`src/rtl/cswt_consts.svh`:
```
// constants of the cyclic sense and cyclic wake timer block
`ifndef CSWT_CONSTS_SVH
`define CSWT_CONSTS_SVH
`define CSWT_CLK_NS 25
`define CSWT_TICK_US 100
`define CSWT_TICK_CYC (`CSWT_TICK_US * 1000 / `CSWT_CLK_NS)
`define CSWT_FILT_NS 16000
`define CSWT_FILT_CYC ((`CSWT_FILT_NS + `CSWT_CLK_NS - 1) / `CSWT_CLK_NS)
`define CSWT_PER0_US 10000
`define CSWT_PER1_US 20000
`define CSWT_PER2_US 50000
`define CSWT_PER3_US 100000
`define CSWT_PER4_US 200000
`define CSWT_PER5_US 1000000
`define CSWT_PER6_US 2000000
`define CSWT_ON1_US 100
`define CSWT_ON2_US 300
`define CSWT_ON3_US 1000
`define CSWT_ON4_US 10000
`define CSWT_ON5_US 20000
`define CSWT_ON_OFF_LOW 3'h0
`define CSWT_ON_OFF_HIGH 3'h6
`define CSWT_ON_LSB 4
`define CSWT_PER_LSB 0
`define CSWT_A_TMR1 8'h00
`define CSWT_A_TMR2 8'h04
`define CSWT_A_MAPA 8'h08
`define CSWT_A_MAPB 8'h0C
`define CSWT_A_WSRC 8'h10
`define CSWT_A_STA 8'h14
`define CSWT_A_STB 8'h18
`define CSWT_A_LVL 8'h1C
`define CSWT_A_CTL 8'h20
`define CSWT_RST_ON 3'h0
`define CSWT_RST_PER 3'h0
`endif

```
`src/rtl/cswt_pkg.sv`:
```
// types of the cyclic sense and cyclic wake timer block
`default_nettype none
package cswt_pkg;
    typedef enum logic [1:0] {
        CSWT_NORMAL = 2'h0,
        CSWT_STOP = 2'h1,
        CSWT_SLEEP = 2'h3,
        CSWT_FAILSAFE = 2'h2
    } cswt_mode_e;
    typedef enum logic {CSWT_F_IDLE = 1'h0, CSWT_F_RUN = 1'h1} cswt_filt_e;
    typedef struct packed {
        logic [2:0] on;
        logic [2:0] per;
    } cswt_tset_s;
    typedef struct packed {
        logic cyc;
        logic stb;
        logic we;
        logic [7:0] adr;
        logic [3:0] sel;
        logic [31:0] dat;
    } cswt_wb_req_s;
endpackage
`default_nettype wire

```
`src/rtl/cswt_top.sv`:
```
// cyclic sense and cyclic wake timers with a wishbone register file
//
// Added by the designer: the Wishbone interface to the registers and the address map.
`include "cswt_consts.svh"
`default_nettype none
module cswt_top #(
    parameter int NHS = 4,
    parameter int NWK = 3,
    parameter int TICK_CYC = `CSWT_TICK_CYC
) (
    input wire logic clk_i,
    input wire logic rst_i,
    input wire cswt_pkg::cswt_wb_req_s wb_req_i,
    output logic [31:0] wb_dat_o,
    output logic wb_ack_o,
    input wire cswt_pkg::cswt_mode_e mode_i,
    input wire logic sleep_req_i,
    input wire logic [NWK-1:0] wake_in_i,
    input wire logic [NHS-1:0] hs_fault_i,
    output logic [NHS-1:0] high_side_switch_o,
    output logic [NWK-1:0] static_sense_o,
    output logic int_o,
    output logic wake_up_o,
    output logic restart_o
);
    import cswt_pkg::*;
    localparam int FILT_CYC = `CSWT_FILT_CYC;

    // period in ticks
    function automatic logic [14:0] per_ticks(input logic [2:0] c);
        logic [31:0] us;
        unique case (c)
            3'h0: us = `CSWT_PER0_US;
            3'h1: us = `CSWT_PER1_US;
            3'h2: us = `CSWT_PER2_US;
            3'h3: us = `CSWT_PER3_US;
            3'h4: us = `CSWT_PER4_US;
            3'h5: us = `CSWT_PER5_US;
            default: us = `CSWT_PER6_US;
        endcase
        return 15'(us / `CSWT_TICK_US);
    endfunction

    // on-time in ticks, zero for the static settings
    function automatic logic [7:0] on_ticks(input logic [2:0] c);
        logic [31:0] us;
        unique case (c)
            3'h1: us = `CSWT_ON1_US;
            3'h2: us = `CSWT_ON2_US;
            3'h3: us = `CSWT_ON3_US;
            3'h4: us = `CSWT_ON4_US;
            3'h5: us = `CSWT_ON5_US;
            default: us = 32'h0;
        endcase
        return 8'(us / `CSWT_TICK_US);
    endfunction

    logic fs, awake;
    logic acc, wr_en;
    logic [31:0] wdat;
    logic [7:0] adr;
    logic wr_mapa, wr_mapb, wr_wsrc, wr_sta, wr_stb, wr_ctl;
    logic [1:0] wr_t, run_v, on_v, first_v, start_p, end_p, bad_v;
    cswt_tset_s tset_v [2];
    logic [2*NHS-1:0] map_a_q;
    logic [2*NWK-1:0] map_b_q;
    logic [1:0] wsrc_q, cw_flag_q, cw_ev;
    logic [NWK-1:0] wk_flag_q, lvl_q, ev_v, smp_v, cap_v, stat_d;
    logic [NHS-1:0] fault_q, hs_d;
    logic cmd_fail_q;
    logic [11:0] tick_cnt_q;
    logic tick;
    logic [31:0] rd_d;

    // mode and bus decode
    assign fs = (mode_i == CSWT_FAILSAFE);
    assign awake = (mode_i == CSWT_NORMAL) || (mode_i == CSWT_STOP);
    assign acc = wb_req_i.cyc & wb_req_i.stb & ~wb_ack_o;
    assign wr_en = wb_req_i.cyc & wb_req_i.stb & wb_ack_o & wb_req_i.we &
                   wb_req_i.sel[0]; // write lands on the ack edge
    assign wdat = wb_req_i.dat;
    assign adr = wb_req_i.adr;
    assign wr_t[0] = wr_en && adr == `CSWT_A_TMR1;
    assign wr_t[1] = wr_en && adr == `CSWT_A_TMR2;
    assign wr_mapa = wr_en && adr == `CSWT_A_MAPA;
    assign wr_mapb = wr_en && adr == `CSWT_A_MAPB;
    assign wr_wsrc = wr_en && adr == `CSWT_A_WSRC;
    assign wr_sta = wr_en && adr == `CSWT_A_STA;
    assign wr_stb = wr_en && adr == `CSWT_A_STB;
    assign wr_ctl = wr_en && adr == `CSWT_A_CTL;

    // shared 0.1 ms tick for both timers
    always_ff @(posedge clk_i) begin
        if (rst_i || tick) begin
            tick_cnt_q <= 12'h000;
        end else begin
            tick_cnt_q <= tick_cnt_q + 12'h001;
        end
    end
    assign tick = (tick_cnt_q == 12'(TICK_CYC - 1));

    // the two periodic timers
    for (genvar t = 0; t < 2; t++) begin : g_tmr
        cswt_tset_s set_q, nset;
        logic run_q, on_q, first_q;
        logic [14:0] cnt_q, per;
        logic [7:0] ont;
        assign nset.on = wdat[`CSWT_ON_LSB +: 3];
        assign nset.per = wdat[`CSWT_PER_LSB +: 3];
        assign per = per_ticks(set_q.per);
        assign ont = on_ticks(set_q.on);
        assign start_p[t] = run_q & tick & (cnt_q == 15'h0000);
        assign end_p[t] = run_q & tick & (cnt_q == 15'(ont));
        assign bad_v[t] = wr_t[t] &&
            15'(on_ticks(nset.on)) > per_ticks(nset.per);
        assign run_v[t] = run_q;
        assign on_v[t] = on_q;
        assign first_v[t] = first_q;
        assign tset_v[t] = set_q;
        always_ff @(posedge clk_i) begin
            if (rst_i) begin
                set_q <= '{on: `CSWT_RST_ON, per: `CSWT_RST_PER};
                run_q <= 1'b0;
                on_q <= 1'b0;
                first_q <= 1'b0;
                cnt_q <= 15'h0000;
            end else if (wr_t[t]) begin
                set_q <= nset;
                run_q <= on_ticks(nset.on) != 8'h00;
                on_q <= 1'b0;
                first_q <= 1'b1;
                cnt_q <= 15'h0000;
            end else if (fs) begin
                run_q <= 1'b0;
                on_q <= 1'b0;
            end else if (run_q && tick) begin
                cnt_q <= (cnt_q == per - 15'h0001) ? 15'h0000
                                                   : cnt_q + 15'h0001;
                if (start_p[t]) begin
                    on_q <= 1'b1;
                    first_q <= 1'b0;
                end else if (end_p[t]) begin
                    on_q <= 1'b0;
                end
            end
        end
    end

    // timer to switch mapping and switch drive
    for (genvar j = 0; j < NHS; j++) begin : g_hs
        logic [1:0] sel;
        logic lvl;
        assign sel = map_a_q[2*j +: 2];
        always_comb begin
            lvl = 1'b0;
            if (sel == 2'h1) begin
                lvl = run_v[0] ? on_v[0]
                    : (tset_v[0].on == `CSWT_ON_OFF_HIGH);
            end else if (sel == 2'h2) begin
                lvl = run_v[1] ? on_v[1]
                    : (tset_v[1].on == `CSWT_ON_OFF_HIGH);
            end
            hs_d[j] = lvl & ~fault_q[j] & ~fs;
        end
    end

    // latched switch faults, cleared by rewriting the mapping
    always_ff @(posedge clk_i) begin
        if (rst_i) begin
            fault_q <= '0;
        end else begin
            fault_q <= (fault_q & ~{NHS{wr_mapa}}) |
                       (hs_fault_i & {NHS{~fs}});
        end
    end

    // wake input sampling and filtering
    for (genvar k = 0; k < NWK; k++) begin : g_wk
        cswt_filt_e st_q;
        logic [9:0] fcnt_q;
        logic cap_q, ref_q, refv_q, done_q, samp, clr;
        logic [1:0] wsel;
        assign wsel = map_b_q[2*k +: 2];
        assign samp = ~fs && ((wsel == 2'h1 && end_p[0]) ||
                              (wsel == 2'h2 && end_p[1]));
        assign clr = fs || wr_mapb || (wsel == 2'h1 && wr_t[0]) ||
                     (wsel == 2'h2 && wr_t[1]);
        assign stat_d[k] = fs || wsel == 2'h0 || wsel == 2'h3;
        always_ff @(posedge clk_i) begin
            if (rst_i) begin
                st_q <= CSWT_F_IDLE;
                fcnt_q <= 10'h000;
                cap_q <= 1'b0;
                done_q <= 1'b0;
            end else begin
                done_q <= 1'b0;
                unique case (st_q)
                    CSWT_F_IDLE: if (samp) begin
                        st_q <= CSWT_F_RUN;
                        cap_q <= wake_in_i[k];
                        fcnt_q <= 10'h000;
                    end
                    CSWT_F_RUN: if (fs || wake_in_i[k] != cap_q) begin
                        st_q <= CSWT_F_IDLE;
                    end else if (fcnt_q == 10'(FILT_CYC - 1)) begin
                        st_q <= CSWT_F_IDLE;
                        done_q <= 1'b1;
                    end else begin
                        fcnt_q <= fcnt_q + 10'h001;
                    end
                endcase
            end
        end
        // reference level of the previous cycle
        always_ff @(posedge clk_i) begin
            if (rst_i || clr) begin
                refv_q <= 1'b0;
                ref_q <= 1'b0;
            end else if (done_q) begin
                refv_q <= 1'b1;
                ref_q <= cap_q;
            end
        end
        assign ev_v[k] = done_q & refv_q & (cap_q != ref_q);
        assign smp_v[k] = done_q;
        assign cap_v[k] = cap_q;
    end

    // cyclic wake events skip the first on-time start
    assign cw_ev = start_p & ~first_v & wsrc_q & {2{awake}};

    // configuration registers
    always_ff @(posedge clk_i) begin
        if (rst_i) begin
            map_a_q <= '0;
            map_b_q <= '0;
            wsrc_q <= 2'h0;
        end else begin
            if (wr_mapa) map_a_q <= wdat[2*NHS-1:0];
            if (wr_mapb) map_b_q <= wdat[2*NWK-1:0];
            if (wr_wsrc) wsrc_q <= wdat[1:0];
        end
    end

    // sticky flags, a new event beats a clear
    always_ff @(posedge clk_i) begin
        if (rst_i) begin
            wk_flag_q <= '0;
            cw_flag_q <= 2'h0;
            cmd_fail_q <= 1'b0;
        end else begin
            wk_flag_q <= (wk_flag_q & ~({NWK{wr_sta}} & wdat[NWK-1:0]))
                         | ev_v;
            cw_flag_q <= (cw_flag_q & ~({2{wr_stb}} & wdat[1:0])) | cw_ev;
            cmd_fail_q <= (cmd_fail_q & ~(wr_ctl & wdat[0])) | (|bad_v);
        end
    end

    // level status follows sampled levels only, in normal and stop mode
    always_ff @(posedge clk_i) begin
        if (rst_i) begin
            lvl_q <= '0;
        end else begin
            for (int k = 0; k < NWK; k++) begin
                if (smp_v[k] && awake) lvl_q[k] <= cap_v[k];
            end
        end
    end

    // event outputs
    always_ff @(posedge clk_i) begin
        if (rst_i) begin
            int_o <= 1'b0;
            wake_up_o <= 1'b0;
            restart_o <= 1'b0;
            high_side_switch_o <= '0;
            static_sense_o <= '1;
        end else begin
            int_o <= ((|ev_v) && awake) || (|cw_ev);
            wake_up_o <= (|ev_v) && mode_i == CSWT_SLEEP;
            restart_o <= sleep_req_i &&
                         ((|wk_flag_q) || (|cw_flag_q));
            high_side_switch_o <= hs_d;
            static_sense_o <= stat_d;
        end
    end

    // read data
    always_comb begin
        rd_d = 32'h0000_0000;
        unique case (adr)
            `CSWT_A_TMR1: rd_d[6:0] = {tset_v[0].on, 1'b0, tset_v[0].per};
            `CSWT_A_TMR2: rd_d[6:0] = {tset_v[1].on, 1'b0, tset_v[1].per};
            `CSWT_A_MAPA: rd_d[2*NHS-1:0] = map_a_q;
            `CSWT_A_MAPB: rd_d[2*NWK-1:0] = map_b_q;
            `CSWT_A_WSRC: rd_d[1:0] = wsrc_q;
            `CSWT_A_STA: rd_d[NWK-1:0] = wk_flag_q;
            `CSWT_A_STB: rd_d[1:0] = cw_flag_q;
            `CSWT_A_LVL: rd_d[NWK-1:0] = lvl_q;
            `CSWT_A_CTL: rd_d[2:0] = {run_v, cmd_fail_q};
            default: rd_d = 32'h0000_0000;
        endcase
    end

    // wishbone answer one cycle after the request
    always_ff @(posedge clk_i) begin
        if (rst_i) begin
            wb_ack_o <= 1'b0;
            wb_dat_o <= 32'h0000_0000;
        end else begin
            wb_ack_o <= acc;
            if (acc && !wb_req_i.we) wb_dat_o <= rd_d;
        end
    end
endmodule
`default_nettype wire

```
`config.mk`:
```
export PLATFORM = sky130hd
export DESIGN_NAME = cswt_top
export DESIGN_NICKNAME = d
export VERILOG_FILES = /design/src/rtl/cswt_pkg.sv /design/src/rtl/cswt_top.sv
export VERILOG_INCLUDE_DIRS = /design/src /design/src/rtl
export SDC_FILE = /design/constraint.sdc
export NUM_CORES = 1
export LEC_CHECK = 0
export ABC_AREA = 0
export BUFFER_PORTS_ARGS = -buffer_cell sky130_fd_sc_hd__buf_4
export CELL_PAD_IN_SITES_DETAIL_PLACEMENT = 0
export CELL_PAD_IN_SITES_GLOBAL_PLACEMENT = 1
export CORE_MARGIN = 4
export CORE_UTILIZATION = 45
export CTS_BUF_LIST = sky130_fd_sc_hd__clkbuf_8
export DETAILED_ROUTE_END_ITERATION = 8
export PLACE_DENSITY_LB_ADDON = 0.1
export REMOVE_ABC_BUFFERS = 1
export SYNTH_ARGS = -nofsm -noshare
export SYNTH_HDL_FRONTEND = slang
export SYNTH_SLANG_ARGS = --single-unit
```
`constraint.sdc`:
```
create_clock -name clk_i -period 9.2 [get_ports clk_i]
set_input_delay 0.92 -clock clk_i [delete_from_list [all_inputs] [get_ports clk_i]]
set_output_delay 0.92 -clock clk_i [all_outputs]
set_load 0.005 [all_outputs]
```
Word-level counts from Yosys, hierarchy flattened
Index checks and enable logic that the tools add are counted.
{"block": "totals", "register_bits": 153, "elab_cells": 378, "out_inout_bits": 43, "inputBits": 59}
{"block": "op_classes", "n_mux": 69, "magnitude_cmp": 1, "eq_ne": 85, "bitwise": 54, "n_addsub": 8, "div_mod_pow": 8, "reduce_logical": 105}
{"op": "$pmux W21 S6", "count": 3}
{"op": "$div A32 B7 Y32 const B", "count": 8}
{"op": "$pmux W15 S5", "count": 3}
{"op": "$mux W32", "count": 4}
{"op": "$mux W10", "count": 9}
{"op": "$pmux W10 S2", "count": 3}
{"op": "$eq A3 B3 Y1 const B", "count": 14}
{"op": "$mux W1", "count": 38}
{"op": "$eq A3 B2 Y1 const B", "count": 12}
{"op": "$logic_and A1 B1 Y1", "count": 34}
{"op": "$eq A8 B5 Y1 const B", "count": 4}
{"op": "$add A10 B1 Y10 const B", "count": 3}
{"op": "$add A15 B1 Y15 const B", "count": 2}
{"op": "$eq A10 B10 Y1 const B", "count": 3}
{"op": "$eq A15 B15 Y1", "count": 2}
{"op": "$eq A15 B8 Y1", "count": 2}
{"op": "$logic_not A15 Y1", "count": 2}
{"op": "$mux W15", "count": 2}
{"op": "$sub A15 B1 Y15 const B", "count": 2}
{"op": "$and A1 B1 Y1", "count": 27}
{"op": "$logic_or A1 B1 Y1", "count": 26}
{"op": "$eq A2 B2 Y1 const B", "count": 12}
{"op": "$reduce_or A3 Y1", "count": 7}
{"op": "$eq A3 B1 Y1 const B", "count": 6}
{"op": "35 further kinds", "count": 102}

Depth between registers and ports, before layout
Gate-level depths: netlist of the first run.
{"block": "logic_depth", "ltp_word": 10, "mapped_depth": 40}

Worst setup path before layout of the first run
OpenSTA, ideal clock, no wires.
{"block": "synth_path", "path_kind": "in2reg", "startpoint": "input wb_req_i[5] (netlist name)", "endpoint": "register cmd_fail_q", "setup_ns": 0.065, "t_arrival_ns": 7.631, "cell_stages": 36, "setup_slack_ns": 1.504, "path_cell_list": "clkbuf_1 inv_1 ha_1 clkbuf_1 or4b_1 o21ai_1 nand2_1 nor2_1 o21ai_1 nor3_1 o31ai_1 ha_1 o221ai_1 nand4_1 nor2_1 mux2_2 or4_1 nor3_1 inv_1 o21a_1 a221o_1 a2111oi_0 a21oi_1 ha_1 nor2b_1 o21a_1 o21ai_0 nand2b_1 a21oi_1 nor2b_1 o21ai_0 nand2b_1 a21oi_1 nor2_1 a21oi_1 nor2_1"}
{"block": "synth_between", "elab_chain_cells": 7, "word_cells_on_any_way": 12}
{"element": "start: declaration", "line_no": "cswt_top.sv:13", "rtl": "input wire cswt_pkg::cswt_wb_req_s wb_req_i,"}
{"element": "$eq A3 B3 Y1 (tied with other cells)", "line_no": "cswt_top.sv:47", "rtl": "unique case (c)"}
{"element": "$pmux W15 S5 *", "line_no": "cswt_top.sv:47"}
{"element": "$div A32 B7 Y32 (no source line) *"}
{"element": "$gt A8 B15 Y1 *", "line_no": "cswt_top.sv:115", "rtl": "15'(on_ticks(nset.on)) > per_ticks(nset.per);"}
{"element": "$logic_and A1 B1 Y1", "line_no": "cswt_top.sv:114", "rtl": "assign bad_v[t] = wr_t[t] &&"}
{"element": "$reduce_or A2 Y1 *", "line_no": "cswt_top.sv:255", "rtl": "cmd_fail_q <= (cmd_fail_q & ~(wr_ctl & wdat[0])) | (|bad_v);"}
{"element": "$or A1 B1 Y1 *", "line_no": "cswt_top.sv:255"}
{"element": "end signal: assignment", "line_no": "cswt_top.sv:255"}
{"element": "end: declaration", "line_no": "cswt_top.sv:70", "rtl": "logic cmd_fail_q;"}
Mark *: on every way between the ends. The rest lies on a longest branch, timed or not.
A chain may end at the register's enable or synchronous reset.

Final worst setup path of the first run
{"block": "layout_path", "startpoint": "register g_tmr[0].set_q[4] (netlist name)", "endpoint": "register g_wk[2].fcnt_q[4]"}
{"block": "layout_between", "elab_chain_cells": 10, "word_cells_on_any_way": 14}
{"element": "start: declaration", "line_no": "cswt_top.sv:104", "rtl": "cswt_tset_s set_q, nset;"}
{"element": "start signal: assignment", "line_no": "cswt_top.sv:122", "rtl": "set_q <= '{on: `CSWT_RST_ON, per: `CSWT_RST_PER};"}
{"element": "start signal: assignment", "line_no": "cswt_top.sv:128", "rtl": "set_q <= nset;"}
{"element": "$eq A3 B3 Y1 (tied with other cells)", "line_no": "cswt_top.sv:47"}
{"element": "$pmux W15 S5 *", "line_no": "cswt_top.sv:47"}
{"element": "$div A32 B7 Y32 (no source line) *"}
{"element": "$eq A15 B8 Y1 *", "line_no": "cswt_top.sv:113", "rtl": "assign end_p[t] = run_q & tick & (cnt_q == 15'(ont));"}
{"element": "$and A1 B1 Y1 *", "line_no": "cswt_top.sv:113"}
{"element": "$logic_and A1 B1 Y1 *", "line_no": "cswt_top.sv:184", "rtl": "assign samp = ~fs && ((wsel == 2'h1 && end_p[0]) ||"}
{"element": "$logic_or A1 B1 Y1 *", "line_no": "cswt_top.sv:184"}
{"element": "$logic_and A1 B1 Y1 *", "line_no": "cswt_top.sv:184"}
{"element": "$ne A2 B2 Y1 (no source line) *"}
{"element": "$reduce_and A3 Y1 (no source line) *"}
{"element": "end signal: assignment", "line_no": "cswt_top.sv:209", "rtl": "fcnt_q <= fcnt_q + 10'h001;"}
{"element": "end: declaration", "line_no": "cswt_top.sv:180", "rtl": "logic [9:0] fcnt_q;"}
Marks and branches as above.

==> run summary, run 1 <==
The run finished with clean final reports. Based on the critical path, the design can be clocked at up to 122 MHz. The worst pin sits at a relative slew slack of 27.2%. Ranked by total cell area, the synthesized netlist is headed by dfxtp_1, nor2_1, a21oi_1. In this run, synthesis produced a sequential element count of 153. During I/O placement, the number of pins put on the boundary was 102. The first TritonRoute pass finished after 5 iterations.

At the worst endpoint, the required time is 9.55 ns. The share of cells above drive strength 1 is 9.26%. In this run the worst hold path is classified as reg2reg.

Final period demand of the worst path: 8.23 ns. The floorplan die area is 0.0321 mm2. Detailed placement ended at an HPWL of 28.7 mm.

TritonCTS built the clock tree. The number of design rule violations left after detail routing was 0; the number of failing hold endpoints at the final stage was 0. The setup check on the worst reg-to-reg path leaves a slack of 0.97 ns. The number of antenna diodes in the final layout is 0. The clock tree synthesis step divided the H-tree into 4 levels. Summing over every cut layer, the via total after detailed routing is 12,800. The area fraction of the dominant cell type after synthesis is 23.2%. Setup repair after global routing left no endpoint under its margin. The endpoint arrival time on the critical path was 8.58 ns; the average instance area after synthesis was 7.32 um2. The tools report the largest voltage drop on the vdd net as 0.0856 mV. After synthesis, flip-flops and latches occupy 23.2% of the total area.

The count of nets left with antenna violations once routing finished came out at 0. Measured along the y axis, the die boundary spans 179 um. After layout, the worst path uses 89.4% of the clock period. The max-slew violation count is 0, and the number of buffers added to fix hold violations after cts is 0. The relative area change from synthesis to final layout is 6.88%, and the number of global-route vias before repair is 11,600.

The worst hold path begins at fault_q[0]. The first global-routing pass estimated 61.7 mm of wire. Post-CTS repair timing setup buffer count: 0. The filler cell count in the final layout is 3,005. The start of the worst register-to-register path is g_tmr[0].set_q[4]. For the leakage component of the power, the log shows 5.31 nW.

The largest total area in the synthesized netlist belongs to dfxtp_1. The clock slew at the register clock pins of the worst setup and hold paths is 0.09 ns. The detail-routed net length per standard cell was 17.4 um; the clock sink count was 153.

The tools report the placement row count as 62. Nature of the critical path endpoint: a flop. The tools report the total wire length after detailed routing as 38.0 mm.

The number of gates resized after CTS was 0. Synthesis instantiated 111 different standard cells from the library. The number of cell instances on the worst register-to-register path is 24.

The cell sitting at the root of the clock tree is a clkbuf_8. The number of antenna violations at the first check in global routing came out at 0. Setup violations remaining at the end of the flow were counted as 0. The total number of nets in the final design was 1,903. The number of enable-type register cells in the synthesized netlist works out to 0. The final sum of negative setup slack is 0 ns, and the count of input and output buffers is 50.

For this run the aggregate overflow at the end of global routing stands at 0. In the synthesized netlist the async set-or-reset flop fraction comes to 0%. For this design the ratio of total power to cell area is 96.9 mW/mm2. From left edge to right edge, the die measures 179 um.

At the later pin of the worst-skew pair, clock insertion delay measures 0.47 ns. Kind of start point of the critical path: a flop. For hold timing, the worst endpoint is high_side_switch_o[0]. The worst hold path stage count was 1.

The tools report the maximum number of pins on one net before global-route repair as 47. Across the routed clock network, the largest skew measured is 0.0156 ns. By startpoint and endpoint, the worst setup path is classified as reg2reg. Along the worst path, the maximum fanout reaches 15. The logs give 1,800 for the number of instances in the synthesized netlist and 17 for the number of buffers created by CTS. Once the floorplan was initialized, standard cells occupied 45.8% of the core. The most used flip-flop cell after synthesis is dfxtp_1. In the routed layout, each cell is associated on average with a via count of 5.83. The post-synthesis instance area is 0.0132 mm2, and the all-layer global routing usage is 23.6%. The number of max-cap violations was 0. The tools report the yosys synthesis warning count as 0. Measured on the finished design, the core utilization comes to 48.9%. The starting DRC count in detailed routing is 997. The routability congestion estimate from global placement was 0.882; the number of buffers on the longest clock path was 2. In this run the critical register-to-register path is captured at g_wk[2].fcnt_q[4]. For the pin with the worst max-slew slack, the measured transition is 1.09 ns.

The region available for standard cell placement spans 0.0288 mm2.
## cell usage after synthesis, drive strengths merged, types with 9 or more instances
master	instances
nor4b	9
or3	14
xor2	58
a22oi	15
mux2i	37
or2	17
nand2b	30
mux2	10
a221oi	12
nor3	58
nor4	14
nand3	75
a31oi	19
nor2b	32
nand4	30
o21a	15
o31ai	13
o21ai	80
nand2	182
clkbuf	73
inv	56
a2111oi	10
a211oi	18
xnor2	81
o22ai	9
buf	48
nor2	234
and2	13
a21oi	143
o211ai	14
ha	52
a211o	12
dfxtp	153
and3	27
## final cells by class
cell class	count	area (um2)	area share [%]
multi-input combinational	1491	9400	66.8
timing repair buffer	71	533	3.78
sequential	153	3060	21.7
tap	384	480	3.41
inverter	58	218	1.55
clock buffer	20	275	1.95
clock inverter	11	110	0.782
## routing by layer
layer / routed length [um] / global-route usage [%]
met2: 17300 / 37.8
met3: 1790 / 3.29
met5: 0 / 0
met4: 757 / 6.60
met1: 18200 / 33.1
## power breakdown
group	internal (mW)	switching (mW)
Combinational	0.0684	0.114
Clock	0.238	0.277
Sequential	0.664	0.00188
## critical path, stage by stage, from the launching register on
cell	delay, ns
dfxtp_1	0.32
inv_1	0.21
nand3_1	0.36
inv_1	0.24
ha_1	0.53
nand2b_1	0.25
o31ai_2	0.14
nand2_1	0.10
ha_1	0.29
or4bb_1	0.56
a211oi_1	0.24
nor3_1	0.09
o21ai_1	0.14
o21ai_1	0.23
a21oi_2	0.52
o21ai_2	0.27
nor4_4	0.54
o211ai_1	0.41
mux2_2	0.38
a221oi_1	0.61
nand2_1	0.27
xnor2_1	0.19
o32ai_1	0.75
a21o_1	0.37
nor2_1	0.08
## layout by cell type (no fill, tap or decap), types with 19 or more instances in the layout
cell,count
nor2_1,234
nand2_1,181
dfxtp_1,153
a21oi_1,141
xnor2_1,80
nand3_1,74
o21ai_0,72
buf_4,71
nor3_1,58
xor2_1,55
inv_1,54
ha_1,52
mux2i_1,36
nor2b_1,30
nand2b_1,30
nand4_1,30
and3_1,27
conb_1,24
clkbuf_8,20
a31oi_1,19
## registers in the layout, summed over array words and instances, names as in the netlist, 4 cells and up
name	flops
g_wk.fcnt_q	30
g_tmr.cnt_q	30
high_side_switch_o	4
fault_q	4
tick_cnt_q	12
map_a_q	8
map_b_q	6
g_tmr.set_q	12
wb_dat_o	8
## worst max path at each step
stage / start / end / slack (ns) / cells past startpoint
2_1_floorplan: wb_req_i[5] / cmd_fail_q / 1.81 / 34
3_3_place_gp: wb_req_i[4] / cmd_fail_q / 0.75 / 39
3_5_place_dp: wb_req_i[5] / cmd_fail_q / 0.59 / 38
4_1_cts: wb_req_i[5] / cmd_fail_q / 1.09 / 38
5_1_grt: wb_req_i[5] / cmd_fail_q / 0.26 / 38
6_report: g_tmr[0].set_q[4] / g_wk[2].fcnt_q[4] / 0.97 / 24
## kinds of logic after synthesis
group / synth area share, %
and+or+nand+nor: 29.0
other: 0.0285
xor gates and xnor gates: 9.47
adders and majority gates: 4.94
AOI/OAI and AO/OA: 23.5
muxes: 3.72
DFF: 23.2
buffers and inverters: 6.04
## per-stage QoR
step	worst slack, ns	power (mW)	instances	area (um2)	hold slack [ns]
global placement	0.747	0.861	2157	13700	0.412
CTS	1.09	1.38	2188	14100	0.426
floorplan	1.81	0.800	1702	12700	0.402
detailed placement	0.591	0.862	2157	13700	0.415
global route	0.262	1.43	2188	14100	0.447
finish	0.974	1.36	2188	14100	0.423
No activity file was read; power rests on OpenSTA's default activity.
==> run 2: changes to the inputs <==
--- a/config.mk
+++ b/config.mk
@@ -11,7 +11,7 @@
 export CELL_PAD_IN_SITES_DETAIL_PLACEMENT = 0
 export CELL_PAD_IN_SITES_GLOBAL_PLACEMENT = 1
 export CORE_MARGIN = 4
-export CORE_UTILIZATION = 45
+export CORE_UTILIZATION = 30
 export CTS_BUF_LIST = sky130_fd_sc_hd__clkbuf_8
 export DETAILED_ROUTE_END_ITERATION = 8
 export PLACE_DENSITY_LB_ADDON = 0.1
==> run 2 against run 1 <==
  * Power about the same
  * Largest cell class unchanged
  * Critical path depth is 2 higher
  * Global-route usage is 6.1 points lower
  * Core utilization is 16 points lower
  * Count of clock-buffer cells in the layout decreased by 1
  * Sequential share of layout area decreased by 0.47 points
  * Wire length rose by 10%
  * Design area grew 2.2%
  * Critical path type unchanged
  * Sequential power is essentially flat
  * First-iteration DRC count decreased by 23%
  * Largest power group unchanged
  * Final cell count increased by 9.6%
==> run summary, run 2 (synthesis gave the netlist of run 1 again) <==
The run finished with clean final reports. The smallest clock period supported by the final layout is computed as 7.89 ns. In the global route stage, overall resource usage came out at 17.5%. Once the clock tree was built, the setup fixing pass inserted 0 buffers. Internal power comes to 0.946 mW. Count of input and output buffers: 50. The setup path with the least slack is of type reg2reg. Switching portion of total power: 30.7%. The floorplan die area came out at 0.0473 mm2. The first detailed-routing pass took 5 iterations. The root buffer cell chosen for the clock tree is clkbuf_8. The post-detailed-route via-to-cell ratio was 5.28. 102 I/O pins were placed. On the final layout, the worst clock skew is 0.0132 ns. The total congestion overflow after global routing is 0. Dividing the final minimum period by the clock period gives 85.8%. Summed over all cells, the static leakage comes to 5.34 nW.

In this run, flip-flops and latches consume 48.8% of the power. The logs give 2,367 for the cell count after placement and 4 for the deepest level of the CTS H-tree. The relative area change from synthesis to final layout is 9.24%, and the count of nets left with antenna violations after detail routing is 0. Across the VDD grid, the largest voltage drop is 0.0982 mV. After detailed routing, the average wire length per cell comes to 17.5 um.

In the final layout, the registers with the most flip-flops are g_tmr.cnt_q x30, g_wk.fcnt_q x30. The library cell used most frequently in the layout, excluding fill and tap cells, is nor2_1. The max-slew violation count is 0, and the total power density per cell area is 94.9 mW/mm2. The design draws 1.37 mW. The worst-case hold slack was 0.419 ns; the combinational power share was 14.1%.

The number of instances resized during post-cts repair was 0. The die is 218 um wide. The share of cells above drive strength 1 is 9.87%. The worst slew margin relative to its limit is 20.0%. The clock share of power was 37.1%. The die is 218 um tall.

The number of global-route vias before repair was 12,000. The tool flagged a number of max-cap violations equal to 0. For the maximum number of pins on one net before global-route repair, the log shows 56. At the worst endpoint, the required time is 9.58 ns. For the number of buffers added to fix hold violations after cts, the log shows 0.

The analysis attributes to net switching a power of 0.420 mW. After routing, the total negative slack on setup checks comes to 0 ns. The internal reg-to-reg setup slack came out at 1.31 ns. Along the worst path, the maximum fanout reaches 15.

The number of buffers created by CTS came out at 17. The kind of start point of the critical path was a flop. Timing would allow up to 127 MHz. The clock slew at the register clock pins of the worst setup and hold paths was 0.09 ns.

The smallest setup slack after layout came out at 1.31 ns. Setup repair after global routing left no endpoint under its margin. The tightest min-delay check is of the reg2reg type. The logs give 76 for the placement row count and 0.982 ns for the worst setup timing slack at the placement stage.

The number of failing hold endpoints at the final stage came out at 0. The slew at the pin with the worst max-slew slack came out at 1.19 ns. The finished layout holds 2,399 standard cells, fillers aside. The number of vias after detailed routing came out at 12,700. The number of antenna violations at the first check in global routing is 0.

For the total number of nets in the final design, the log shows 1,912. The core region is 0.0433 mm2. Detailed placement ended at an HPWL of 31.8 mm. The starting DRC count in detailed routing came out at 766. The first global-routing pass estimated 67.3 mm of wire. The tools report the routability congestion estimate from global placement as 0.825. TritonCTS built the clock tree.

For the number of design rule violations left after detail routing, the log shows 0. The tools report the initial cell density of the core as 30.5%. Setup violations remaining at the end of the flow were counted as 0. The run gives 0 as the antenna diode count. At the later pin of the worst-skew pair, clock insertion delay measures 0.49 ns. The run gives 41.9 mm as the total wire length after detailed routing.

The nature of the critical path endpoint was a flop. Endpoint arrival time on the critical path: 8.27 ns. No sink is reached through more buffers than the 2 on the longest clock path. The clock net in this run drives a total of 153 sinks. Leaving out fill and tap cells, the most frequent cells in the layout are nor2_1, nand2_1, dfxtp_1.
==> run 2: critical path, stage by stage, from the launching register on <==
cell and delay (ns):
dfxtp_1 0.33, inv_1 0.22, nand3_1 0.36, inv_1 0.25
ha_1 0.53, nand2b_1 0.23, o31ai_2 0.12, nand2_1 0.10
ha_1 0.33, or4bb_1 0.57, a211oi_1 0.23, nor3_1 0.08
o21ai_1 0.15, o21ai_1 0.24, a21o_1 0.32, a32oi_1 0.42
o211ai_1 0.21, o211ai_1 0.59, or4b_1 0.50, a31o_1 0.18
a211o_1 0.32, a2111oi_1 0.42, buf_4 0.20, or2_1 0.14
o22a_1 0.38, nor2_1 0.07, mux2_4 0.27
==> run 2: through the flow <==
step,area [um2],utilization (%)
2_1_floorplan,12700,-
3_5_place_dp,14000,32.4
6_report,14400,33.3
5_1_grt,14400,33.3
3_3_place_gp,14000,32.4
4_1_cts,14400,33.3
==> run 2: path summary, 6_finish.rpt <==
kind	start	to	depth (start not counted)
worst min-delay path	fault_q[1]	high_side_switch_o[1]	1
worst max register to register	g_tmr[0].set_q[4]	g_wk[0].fcnt_q[9]	26
worst min register to register	fault_q[1]	high_side_switch_o[1]	1
worst max-delay path	g_tmr[0].set_q[4]	g_wk[0].fcnt_q[9]	26
==> run 2: layer usage <==
layer | vias up | part of all wire [%] | routed length, um | track usage [%]
met4 | 0 | 0.65 | 272 | 2.48
met2 | 185 | 44 | 18300 | 27.3
li1 | 6424 | - | - | -
met5 | - | 0 | 0 | 0
met3 | 16 | 3.7 | 1550 | 3.02
met1 | 6030 | 52 | 21800 | 25.8
==> run 2: cell type report <==
class / count / area, um2
clock inverters: 13 / 110
flip-flops and latches: 153 / 3060
well taps: 585 / 732
fillers: 4723 / 28900
inverters: 58 / 218
multi-input cells: 1491 / 9410
clock buffers: 19 / 262
repair buffers: 80 / 601
==> run 2: power groups by stage <==
stage	clock network [mW]	registers [mW]	logic (mW)
finish	0.507	0.666	0.192
global route	0.560	0.667	0.217
CTS	0.532	0.667	0.192
detailed placement	0	0.682	0.191
global placement	0	0.682	0.192
floorplan	0	0.682	0.119
==> run 3: changes to the inputs <==
--- a/config.mk
+++ b/config.mk
@@ -14,7 +14,8 @@
 export CORE_UTILIZATION = 30
 export CTS_BUF_LIST = sky130_fd_sc_hd__clkbuf_8
 export DETAILED_ROUTE_END_ITERATION = 8
-export PLACE_DENSITY_LB_ADDON = 0.1
+export MAX_ROUTING_LAYER = met4
+export PLACE_DENSITY_LB_ADDON = 0.2
 export REMOVE_ABC_BUFFERS = 1
 export SYNTH_ARGS = -nofsm -noshare
 export SYNTH_HDL_FRONTEND = slang
==> run 3 against run 2 <==
  * Global-route usage down 0.20 points
  * Sequential share of layout area grew 0.059 points
  * Core utilization decreased by 0.093 points
  * Maximum frequency is 5.3% lower
  * Count of clock-buffer cells in the layout decreased by 1
  * Combinational power about the same
  * Critical path type is now in2reg
  * Largest cell class unchanged
==> run summary, run 3 (synthesis gave the netlist of run 1 again) <==
The repair_antennas step left the layout with diodes totalling 0. For the number of max-cap violations, the log shows 0. The first detailed-routing pass ran for 6 iterations.

The share of cells above drive strength 1 was 9.45%; the worst setup timing slack at the placement stage was 0.464 ns. In the finished design, the share of the clock period the worst path needs comes to 90.6%. After clock tree synthesis, the setup repair step added 0 buffers.

For the number of global-route vias before repair, the log shows 11,700. Hold repair after CTS inserted 0 buffers. The number of buffers and inverters on the critical path is 5, and the all-layer global routing usage is 17.3%. Worst-case hold slack: 0.458 ns. For this run, design rule violations remaining after detail routing come to 0. For this design the top-level I/O count stands at 102.

The floorplan step defined a core boundary enclosing 0.0433 mm2. The number of vias after detailed routing is 12,800. By instance count, the cell type seen most on the critical path is a21oi_1. The detail route stage leaves a number of antenna-violating nets equal to 0. The library cells used most frequently in the layout, excluding fill and tap cells, are nor2_1, nand2_1, dfxtp_1.

Clock latency on the worst-skew pair, taken at its later pin, is 0.50 ns. The initial cell density of the core is 30.5%, and the total congestion overflow after global routing is 0. For this run, the top clock speed supported by timing is 120 MHz. The layout has 4,702 filler cells. The run gives 76 as the placement row count. The largest registers in the layout are g_tmr.cnt_q x30, g_wk.fcnt_q x30. In the final design database the tool counted 1,910 nets. Summing all placed instances gives a cell area of 0.0140 mm2. In this design, the largest share of critical-path delay is due to simple AND/OR/NAND/NOR gates. For the register area, the log shows 0.00306 mm2. During placement, the flow inserted port buffers numbering 50. After layout, the design draws a total of 1.34 mW.

Across the routed clock network, the largest skew measured is 0.0166 ns. Summed over all cells, the static leakage comes to 5.33 nW. The total power density per cell area was 93.5 mW/mm2; the deepest level of the CTS H-tree was 4. Path category of the worst min-delay check: reg2reg.

The root buffer cell chosen for the clock tree is clkbuf_8. Along the worst path, the maximum fanout reaches 17. The clock net in this run drives a total of 153 sinks. The finished cells cover 0.0144 mm2. The total wire length after detailed routing is 40.9 mm, and the slew at the pin with the worst max-slew slack is 1.13 ns. For this design, the slowest cell found on the critical path is or4_1. TritonCTS built the clock tree. Maximum number of pins on one net before global-route repair: 49. The class of the most critical setup path is in2reg. Setup repair after global routing left no endpoint under its margin.

The run finished with clean final reports. Counting the buffers created by CTS gives 17. The smallest setup slack after layout is 0.863 ns.

Across the VDD grid, the largest voltage drop is 0.0857 mV. Summed over all nets, the half-perimeter wirelength after detailed placement is 31.3 mm. The multi-input combinational cells in the finished layout cover a total of 0.00940 mm2. The worst slew margin relative to its limit was 24.4%.

The wire length of the first global-routing pass is 64.7 mm. The die covers 0.0473 mm2. The tools report the number of instances resized during post-cts repair as 0.

Setup violations remaining at the end of the flow were counted as 0. Counting along the longest clock path gives a buffer depth of 2. Dividing the detail-routed wire length by the instance count gives 17.1 um. The tools report the kind of start point of the critical path as an input pin.

Routability-driven placement finished with a final weighted congestion of 0.875. The clock slew at the register clock pins of the worst setup and hold paths works out to 0.09 ns. The number of antenna violations at the first check in global routing was 1; the final period demand of the worst path was 8.34 ns.

STA classifies the critical path endpoint as a flop. For the number of failing hold endpoints at the final stage, the log shows 0. For this run, the slowest stage of the critical path takes 0.58 ns. Relative to the synthesized area, the layout overhead comes to 8.94%. The library cell used most frequently in the layout, excluding fill and tap cells, is nor2_1.

Max-slew violation count: 0. Summed over all failing endpoints, the final setup total negative slack is 0 ns. The starting DRC count in detailed routing is 796, and the horizontal extent of the die is 218 um. The post-detailed-route via-to-cell ratio came out at 5.34.

Data on the critical path is required at its endpoint by 9.64 ns. Measured along the y axis, the die boundary spans 218 um. STA puts the critical path data arrival time at 8.77 ns.
## run 3: cell count changes in the layout (fill, tap and decap cells not counted)
cell,before,now
bufinv_16,0,1
buf_4,80,78
clkinv_2,2,1
inv_1,53,56
clkbuf_8,19,18
nor3_2,1,0
nor3_1,57,58
inv_6,3,2
inv_8,3,0
## run 3: per-stage QoR
stage	utilization [%]	std cells
floorplan	-	1702
global placement	32.4	2365
detailed placement	32.4	2365
CTS	33.2	2395
global route	33.2	2395
finish	33.2	2395
## run 3: worst paths after layout
path | startpoint | endpoint | slack, ns | depth (start not counted)
setup reg to reg | g_tmr[0].set_q[3] | g_wk[2].fcnt_q[9] | 1.02 | 25
hold / removal | tick_cnt_q[0] | tick_cnt_q[0] | 0.46 | 1
hold reg to reg | tick_cnt_q[0] | tick_cnt_q[0] | 0.46 | 1
setup / recovery | wb_req_i[5] | cmd_fail_q | 0.86 | 39
## run 3: metal layers
| layer | share of wire [%] | wire length (um) | global-route usage (%) | vias up |
|---|---|---|---|---|
| met4 | 1.8 | 733 | 4.18 | 0 |
| met1 | 49 | 20200 | 24.0 | 6088 |
| met3 | 3.7 | 1510 | 2.51 | 34 |
| met2 | 45 | 18400 | 26.6 | 255 |
| li1 | - | - | - | 6407 |
| met5 | 0 | 0 | - | - |
## run 3: cell type report
cell class	instances	area share, %
clock buffers	18	1.73
clock inverters	12	0.724
inverters	58	1.52
multi-input cells	1491	65.5
flip-flops and latches	153	21.3
well taps	585	5.10
repair buffers	78	4.08
## run 3: report_power, final
group	switching (mW)	internal (mW)	leakage, nW
logic	0.120	0.0715	3.92
clock network	0.269	0.216	0.181
registers	0.00194	0.664	1.23
